===== config.mk =====
export PLATFORM = sky130hd
export DESIGN_NAME = tmc_top
export DESIGN_NICKNAME = d
export VERILOG_FILES = /design/src/inc/tmc_pkg.sv /design/src/inc/tmc_tmr_if.sv /design/src/hw/tmc_timer.sv /design/src/hw/tmc_top.sv
export SDC_FILE = /design/constraint.sdc
export NUM_CORES = 1
export LEC_CHECK = 0
export BUFFER_PORTS_ARGS = -buffer_cell sky130_fd_sc_hd__buf_2
export CAP_MARGIN = 0
export CORE_MARGIN = 4
export CORE_UTILIZATION = 35
export CTS_BUF_LIST = sky130_fd_sc_hd__clkbuf_2 sky130_fd_sc_hd__clkbuf_4 sky130_fd_sc_hd__clkbuf_8
export DETAILED_ROUTE_END_ITERATION = 6
export GPL_TIMING_DRIVEN = 0
export HOLD_SLACK_MARGIN = 0.15
export SETUP_SLACK_MARGIN = 0.02
export SLEW_MARGIN = 10
export SYNTH_ARGS = -nofsm -noshare
export SYNTH_HDL_FRONTEND = slang
export SYNTH_SLANG_ARGS = --single-unit
export TNS_END_PERCENT = 100

===== constraint.sdc =====
create_clock -name clk_sys -period 1.9 [get_ports clk_sys]
set_input_delay 0.095 -clock clk_sys [delete_from_list [all_inputs] [get_ports clk_sys]]
set_output_delay 0.095 -clock clk_sys [all_outputs]
set_load 0.03 [all_outputs]

===== src/inc/tmc_pkg.sv =====
// Purpose: Shared constants and state types for the dual 13-bit timer/counter block.
// Assumes: 8-bit special-function register bus, one clock domain (clk_sys).
// Notes:   Offsets are byte addresses in the special-function register space.
package tmc_pkg;

    // Register offsets
    localparam logic [7:0] TMC_OFF_T0_LOW   = 8'h8A;
    localparam logic [7:0] TMC_OFF_T1_LOW   = 8'h8B;
    localparam logic [7:0] TMC_OFF_T0_HIGH  = 8'h8C;
    localparam logic [7:0] TMC_OFF_T1_HIGH  = 8'h8D;
    localparam logic [7:0] TMC_OFF_P3_MODE1 = 8'h96;

    // Reset values
    localparam logic [7:0] TMC_RST_LOW      = 8'h00;
    localparam logic [7:0] TMC_RST_HIGH     = 8'h00;
    localparam logic [7:0] TMC_RST_P3_MODE1 = 8'h00;
    localparam logic [7:0] TMC_RST_RDATA    = 8'h00;
    localparam logic [7:0] TMC_UNMAPPED_RD  = 8'h00;

    // Field positions in the port 3 output-mode register
    localparam int TMC_BIT_T0_TOGGLE_EN = 2;
    localparam int TMC_BIT_T1_TOGGLE_EN = 3;

    // Counter geometry: 5-bit prescale in the low register, 8-bit high register
    localparam int         TMC_LOW_CNT_BITS = 5;
    localparam logic [4:0] TMC_LOW_MAX      = 5'h1F;
    localparam logic [4:0] TMC_LOW_STEP     = 5'h01;
    localparam logic [7:0] TMC_HIGH_MAX     = 8'hFF;
    localparam logic [7:0] TMC_HIGH_STEP    = 8'h01;

    // Clock-mode divider: terminal values of the prescale counter
    localparam logic [3:0] TMC_DIV12_LAST   = 4'hB;
    localparam logic [3:0] TMC_DIV4_LAST    = 4'h3;
    localparam logic [3:0] TMC_DIV_STEP     = 4'h1;
    localparam logic [3:0] TMC_DIV_RST      = 4'h0;

    // State of one timer instance
    typedef struct packed {
        logic [7:0] low;
        logic [7:0] high;
        logic       pin_d;
        logic       ovf;
    } tmc_tmr_state_t;

    localparam tmc_tmr_state_t TMC_TMR_RST = '{
        low:   TMC_RST_LOW,
        high:  TMC_RST_HIGH,
        pin_d: 1'b0,
        ovf:   1'b0
    };

    // State of the top level
    typedef struct packed {
        logic [1:0] int_s1;
        logic [1:0] int_s2;
        logic [1:0] cnt_s1;
        logic [1:0] cnt_s2;
        logic [3:0] pre;
        logic [7:0] port_mode;
        logic [1:0] flag;
        logic [1:0] tog;
        logic [7:0] rdata;
    } tmc_top_state_t;

    localparam tmc_top_state_t TMC_TOP_RST = '{
        int_s1:    2'h0,
        int_s2:    2'h0,
        cnt_s1:    2'h0,
        cnt_s2:    2'h0,
        pre:       TMC_DIV_RST,
        port_mode: TMC_RST_P3_MODE1,
        flag:      2'h0,
        tog:       2'h0,
        rdata:     TMC_RST_RDATA
    };

endpackage


===== src/inc/tmc_tmr_if.sv =====
// Purpose: Carrier between the top level and one timer instance.
// Assumes: All signals are synchronous to clk_sys.
// Notes:   Pin levels arrive already synchronised.
`timescale 1ns/100ps
interface tmc_tmr_if;
    logic       run;
    logic       gate;
    logic       src_ext;
    logic       gate_pin;
    logic       cnt_pin;
    logic       tick;
    logic       wr_low;
    logic       wr_high;
    logic [7:0] wdata;
    logic [7:0] low;
    logic [7:0] high;
    logic       ovf;

    modport ctl (
        output run, gate, src_ext, gate_pin, cnt_pin, tick, wr_low, wr_high, wdata,
        input  low, high, ovf
    );

    modport tmr (
        input  run, gate, src_ext, gate_pin, cnt_pin, tick, wr_low, wr_high, wdata,
        output low, high, ovf
    );
endinterface


===== src/hw/tmc_timer.sv =====
// Purpose: One 13-bit timer/counter: 5-bit prescale in the low byte, 8-bit high byte.
// Assumes: cnt_pin and gate_pin are synchronised; tick is a one-cycle clock-mode pulse.
// Notes:   A software write in the same cycle as a count event wins for the byte written; a low-byte carry still steps the high byte.
`timescale 1ns/100ps
module tmc_timer
    import tmc_pkg::*;
(
    input  wire logic clk_sys,
    input  wire logic rst,
    tmc_tmr_if.tmr    bus
);

    tmc_tmr_state_t s_reg;
    tmc_tmr_state_t s_next;
    logic           qualified;
    logic           event_in;

    always_comb begin
        s_next     = s_reg;
        s_next.ovf = 1'b0;
        // Edge history is tracked even while halted so a restart sees no stale edge
        s_next.pin_d = bus.cnt_pin;
        qualified    = bus.run && (!bus.gate || bus.gate_pin);
        event_in     = bus.src_ext ? (s_reg.pin_d && !bus.cnt_pin) : bus.tick;
        if (qualified && event_in) begin
            // Upper three low bits are left untouched
            s_next.low[TMC_LOW_CNT_BITS-1:0] = s_reg.low[TMC_LOW_CNT_BITS-1:0] + TMC_LOW_STEP;
            if (s_reg.low[TMC_LOW_CNT_BITS-1:0] == TMC_LOW_MAX) begin
                s_next.high = s_reg.high + TMC_HIGH_STEP;
                if (s_reg.high == TMC_HIGH_MAX) begin
                    s_next.ovf = 1'b1;
                end
            end
        end
        if (bus.wr_low) begin
            s_next.low = bus.wdata;
        end
        if (bus.wr_high) begin
            s_next.high = bus.wdata;
        end
    end

    always_ff @(posedge clk_sys or posedge rst) begin
        if (rst) begin
            s_reg <= TMC_TMR_RST;
        end else begin
            s_reg <= s_next;
        end
    end

    assign bus.low  = s_reg.low;
    assign bus.high = s_reg.high;
    assign bus.ovf  = s_reg.ovf;

endmodule


===== src/hw/tmc_top.sv =====
// Purpose: Timer 0 and timer 1 in 13-bit mode behind the special-function register bus.
// Assumes: Control bits (run, gate, source, flag clear, interrupt enable) come as plain ports.
// Notes:   Pins are synchronised by two flops; reads answer one cycle after the strobe.
`timescale 1ns/100ps
module tmc_top
    import tmc_pkg::*;
(
    input  wire logic       clk_sys,
    input  wire logic       rst,
    // Special-function register bus
    input  wire logic [7:0] sfr_addr,
    input  wire logic       sfr_wr,
    input  wire logic       sfr_rd,
    input  wire logic [7:0] sfr_wdata,
    output logic      [7:0] sfr_rdata,
    // Control bits, index 0 is timer 0
    input  wire logic [1:0] run_control_bit,
    input  wire logic [1:0] gate_select,
    input  wire logic [1:0] count_source_ext,
    input  wire logic       core_timing_div4,
    input  wire logic [1:0] overflow_flag_clr,
    input  wire logic [1:0] timer_int_enable,
    output logic      [1:0] overflow_flag,
    output logic      [1:0] timer_int_req,
    // Pins
    input  wire logic [1:0] external_interrupt_pin_n,
    input  wire logic       timer0_count_pin,
    input  wire logic       timer1_count_pin,
    output logic            timer0_toggle_pin,
    output logic            timer0_toggle_pin_oe,
    output logic            timer1_toggle_pin,
    output logic            timer1_toggle_pin_oe
);

    localparam int TMC_NUM_TIMERS = 2;

    tmc_top_state_t s_reg;
    tmc_top_state_t s_next;

    logic [3:0] div_last;
    logic       tick;
    logic [1:0] ovf;
    logic [1:0] toggle_en;
    logic [7:0] cnt_low  [TMC_NUM_TIMERS];
    logic [7:0] cnt_high [TMC_NUM_TIMERS];
    logic [7:0] rd_mux;

    tmc_tmr_if tif [TMC_NUM_TIMERS] ();

    // Exact match of the bus address against one register offset
    function automatic logic addr_hit(input logic [7:0] addr, input logic [7:0] off);
        addr_hit = (addr == off);
    endfunction

    // Read data for one address; unmapped addresses answer a fixed value
    function automatic logic [7:0] read_value(
        input logic [7:0] addr,
        input logic [7:0] t0_low,
        input logic [7:0] t0_high,
        input logic [7:0] t1_low,
        input logic [7:0] t1_high,
        input logic [7:0] port_mode
    );
        read_value = TMC_UNMAPPED_RD;
        if (addr_hit(addr, TMC_OFF_T0_LOW)) begin
            read_value = t0_low;
        end else if (addr_hit(addr, TMC_OFF_T0_HIGH)) begin
            read_value = t0_high;
        end else if (addr_hit(addr, TMC_OFF_T1_LOW)) begin
            read_value = t1_low;
        end else if (addr_hit(addr, TMC_OFF_T1_HIGH)) begin
            read_value = t1_high;
        end else if (addr_hit(addr, TMC_OFF_P3_MODE1)) begin
            read_value = port_mode;
        end
    endfunction

    // One prescaler serves both timers; only a core-timing change re-phases it
    assign div_last = core_timing_div4 ? TMC_DIV4_LAST : TMC_DIV12_LAST;
    assign tick     = (s_reg.pre >= div_last);

    assign toggle_en[0] = s_reg.port_mode[TMC_BIT_T0_TOGGLE_EN];
    assign toggle_en[1] = s_reg.port_mode[TMC_BIT_T1_TOGGLE_EN];

    generate
        for (genvar i = 0; i < TMC_NUM_TIMERS; i++) begin : g_tmr
            localparam logic [7:0] OFF_LOW  = (i == 0) ? TMC_OFF_T0_LOW  : TMC_OFF_T1_LOW;
            localparam logic [7:0] OFF_HIGH = (i == 0) ? TMC_OFF_T0_HIGH : TMC_OFF_T1_HIGH;

            assign tif[i].run      = run_control_bit[i];
            assign tif[i].gate     = gate_select[i];
            assign tif[i].src_ext  = count_source_ext[i];
            // Gate passes while the active-low interrupt pin sits high
            assign tif[i].gate_pin = s_reg.int_s2[i];
            assign tif[i].cnt_pin  = s_reg.cnt_s2[i];
            assign tif[i].tick     = tick;
            assign tif[i].wr_low   = sfr_wr && addr_hit(sfr_addr, OFF_LOW);
            assign tif[i].wr_high  = sfr_wr && addr_hit(sfr_addr, OFF_HIGH);
            assign tif[i].wdata    = sfr_wdata;

            assign cnt_low[i]  = tif[i].low;
            assign cnt_high[i] = tif[i].high;
            assign ovf[i]      = tif[i].ovf;

            tmc_timer u_timer (
                .clk_sys (clk_sys),
                .rst     (rst),
                .bus     (tif[i])
            );
        end
    endgenerate

    assign rd_mux = read_value(sfr_addr, cnt_low[0], cnt_high[0], cnt_low[1], cnt_high[1], s_reg.port_mode);

    always_comb begin
        s_next = s_reg;

        // Two-flop synchronisers; only the second stage feeds logic
        s_next.int_s1 = external_interrupt_pin_n;
        s_next.int_s2 = s_reg.int_s1;
        s_next.cnt_s1 = {timer1_count_pin, timer0_count_pin};
        s_next.cnt_s2 = s_reg.cnt_s1;

        if (tick) begin
            s_next.pre = TMC_DIV_RST;
        end else begin
            s_next.pre = s_reg.pre + TMC_DIV_STEP;
        end

        if (sfr_wr && addr_hit(sfr_addr, TMC_OFF_P3_MODE1)) begin
            s_next.port_mode = sfr_wdata;
        end

        for (int i = 0; i < TMC_NUM_TIMERS; i++) begin
            // A clear in the overflow cycle loses, so no rollover goes unseen
            if (ovf[i]) begin
                s_next.flag[i] = 1'b1;
            end else if (overflow_flag_clr[i]) begin
                s_next.flag[i] = 1'b0;
            end
            if (ovf[i] && toggle_en[i]) begin
                s_next.tog[i] = !s_reg.tog[i];
            end
        end

        if (sfr_rd) begin
            s_next.rdata = rd_mux;
        end
    end

    always_ff @(posedge clk_sys or posedge rst) begin
        if (rst) begin
            s_reg <= TMC_TOP_RST;
        end else begin
            s_reg <= s_next;
        end
    end

    assign sfr_rdata     = s_reg.rdata;
    assign overflow_flag = s_reg.flag;
    assign timer_int_req = s_reg.flag & timer_int_enable;

    // Pins are released when toggling is off; the toggle level is kept meanwhile
    assign timer0_toggle_pin    = s_reg.tog[0];
    assign timer0_toggle_pin_oe = toggle_en[0];
    assign timer1_toggle_pin    = s_reg.tog[1];
    assign timer1_toggle_pin_oe = toggle_en[1];

endmodule


==> out/metrics.yaml <==
grt_pass1_vias: 2954
slew_headroom_pct: 57.15
fin_ws_ns: 0.08787
hp-class: "in -> reg"
clockBufferDepth: 2
drc: 0
cp_max_fo: 3
r2r_slack_ns: 0.09
synthesis.nets: 414
antenna_found_initial: 0
crit_type: "reg -> reg"
r2r_cells: 8
crit_start: "g_tmr[1].u_timer.bus.low[0]"
cts_sinks: 68
hold_depth: 4
initial_core_util_pct: 35.70
finalCritPeriodShare_pct: 95.38
first_pass_iters: 4
yosys_warnings: 0
drt_wl_total_mm: 8.853
nNetsFinal: 495
gp_congestion: 0.8566
synth_edf_count: 0
grt_pass1_wl_mm: 14.68
track_usage_pct: 15.65
finalPower_mw: 3.937
p_leak_nw: 2.124
synth.avg_cell_area_um2: 9.888
cp.arrival_ns: 2.03
diodes: 0
cap_violations: 0
peakVddDrop_mv: 0.4883
endpoint_kind: "flop"
cts_tree: "done"
rsz0062_at_grt: "yes"
cpPeakStageDelay_ns: 0.36
min_to: "g_tmr[1].u_timer.bus.ovf"
ys_seq_area_share_pct: 46.38
startpoint_type: "flop"
critical_path.most_common_cell: "and3_1"
insertion_delay_ns: 0.35
core_mm2: 0.01028
dp_hpwl_mm: 6.510
synthFlopType: "dfrtp_1"
ys_ff_latch: 68
numCtsBuffers: 9
tightest_slew_ns: 0.6427
holdWs_ns: 0.1756
slowest_stage: "dfrtp_1"
drv_slew: 0
final_antenna_net_count: 0
htreeDepth: 3
fin_skew_ns: 0.01106
drive_above_1_share_pct: 26.04
placed_cell_area_mm2: 0.004114
powerDensity_mw_per_mm2: 865.8
die_h_um: 110.4
finalInstanceArea_mm2: 0.004547
r2r_end: "g_tmr[1].u_timer.bus.high[4]"
die_w_um: 110.4
netlist_area_mm2: 0.003669
async_flop_share_pct: 100.0
die_area_mm2: 0.01218
max_freq_ghz: 0.5518
utilization_pct: 44.24
wl_per_cell_um: 14.93
cts.clk_slew.worst_paths_ns: 0.08
setup_viol: 0
crit_required_ns: 2.12
synthCells: 371
path_buf_inv: 0
cp_top_family: "simple AND/OR/NAND/NOR gates"
path_cells: "ha_1, and3_1, ha_2, and3_1, nand3_2, or3_1, xor2_1, o21ai_1"
hold_viol_final: 0
syn_to_final_growth_pct: 23.94
row_count: 37
netlist-cell-type-count: 40
min_period_ns: 1.812
dp_slack_ns: -0.1601
hold_start: "gate_select[1]"
grt_max_degree: 56
routed_via_density: 5.138
r2r-start: "g_tmr[1].u_timer.bus.low[0]"
vias: 3047
pin_count: 51
drtIter0Drc: 217
io_buffers: 49
status: "finished, final reports clean"
root_buffer: "clkbuf_8"
grt_overflow: 0
## Yosys cell counts, drive strengths merged, types with 2 or more instances
| library cell | count | area share [%] |
|---|---|---|
| and4 | 2 | 0.48 |
| xor2 | 15 | 3.6 |
| inv | 7 | 0.72 |
| nand4 | 9 | 1.5 |
| nor4bb | 2 | 0.55 |
| clkbuf | 7 | 0.72 |
| ha | 8 | 2.7 |
| nor2 | 49 | 5.5 |
| a21o | 2 | 0.41 |
| nand2 | 18 | 2.3 |
| and3 | 8 | 1.4 |
| nand4b | 2 | 0.48 |
| mux2i | 6 | 1.6 |
| nand2b | 5 | 0.85 |
| buf | 17 | 3.2 |
| a21oi | 45 | 6.1 |
| nor2b | 4 | 0.68 |
| and2 | 2 | 0.34 |
| a211oi | 8 | 2.7 |
| nand3 | 14 | 1.9 |
| dfrtp | 68 | 46 |
| nor3 | 12 | 1.6 |
| xnor2 | 9 | 2.1 |
| o21ai | 22 | 3.0 |
| mux2 | 14 | 5.1 |
| o2bb2ai | 8 | 1.9 |
## worst reg2reg max path: stages, from the launching register on
cell	delay, ns
dfrtp_1	0.36
ha_1	0.17
and3_1	0.16
ha_2	0.18
and3_1	0.17
nand3_2	0.09
or3_1	0.33
xor2_1	0.15
o21ai_1	0.08
## power breakdown
group	internal, mW	switching (mW)	total (mW)
registers	1.65	0.186	1.84
logic	0.414	0.433	0.847
clock network	0.689	0.560	1.25
total	2.76	1.18	3.94
## cell families after synthesis
| group | share of synthesized area (%) |
|---|---|
| compound gates | 15.04 |
| xor+xnor | 5.730 |
| fa+ha+maj | 2.729 |
| buf+inv | 4.673 |
| flops | 46.38 |
| mux | 6.753 |
| simple gates | 18.69 |
## worst max-delay path by stage
stage	to	cells past startpoint	slack (ns)
3_3_place_gp	sfr_rdata[5]	2	-0.81
5_1_grt	g_tmr[1].u_timer.bus.high[4]	8	-0.03
4_1_cts	g_tmr[1].u_timer.bus.high[4]	8	0.03
3_5_place_dp	g_tmr[0].u_timer.bus.low[4]	6	-0.16
2_1_floorplan	g_tmr[0].u_timer.bus.high[0]	1	0.09
6_report	g_tmr[1].u_timer.bus.high[4]	8	0.09
## layout make-up
type                       count  area (um^2)
buffer                        24        145.1
clock buffer                  12        158.9
clock inverter                 4        47.55
fill                        1023         5731
inverter                       7        28.78
multi-input combinational    272         1832
sequential                    68         1702
tap                          136        170.2
timing repair buffer          70        462.9
## metal layers
metal  part of all wire (%)  wire (um)  GRT usage [%]  up-vias
met4                    2.5        224          6.069        0
li1                       -          -              -     1466
met5                      0          0              0        -
met1                     47       4201          22.39     1475
met2                     45       3941          22.70       89
met3                    5.5        486          3.960       17
## stage by stage
step,cells,setup TNS (ns)
5_1_grt,593,-0.02641
3_5_place_dp,557,-1.946
3_3_place_gp,556,-56.41
4_1_cts,591,0
2_1_floorplan,371,0
6_report,593,0
## timing repair
action / in CTS / in global routing
hold buffers: 16 / 0
endpoints found under the setup margin: 18 / 16
gates resized for setup: 4 / 7
hold endpoints to repair: 115 / 0
setup buffers: 2 / 2
## cell usage in the layout, fill, tap and decap left out, drive strengths merged, types with 12 or more instances in the layout
| cell type | netlist | final |
|---|---|---|
| a21oi | 45 | 45 |
| dfrtp | 68 | 68 |
| mux2 | 14 | 14 |
| nand2 | 18 | 18 |
| xor2 | 15 | 15 |
| nand3 | 14 | 14 |
| clkbuf | 7 | 19 |
| dlygate4sd3 | 0 | 16 |
| buf | 17 | 71 |
| nor3 | 12 | 12 |
| o21ai | 22 | 22 |
| nor2 | 49 | 49 |
No activity file was read; power rests on OpenSTA's default activity.
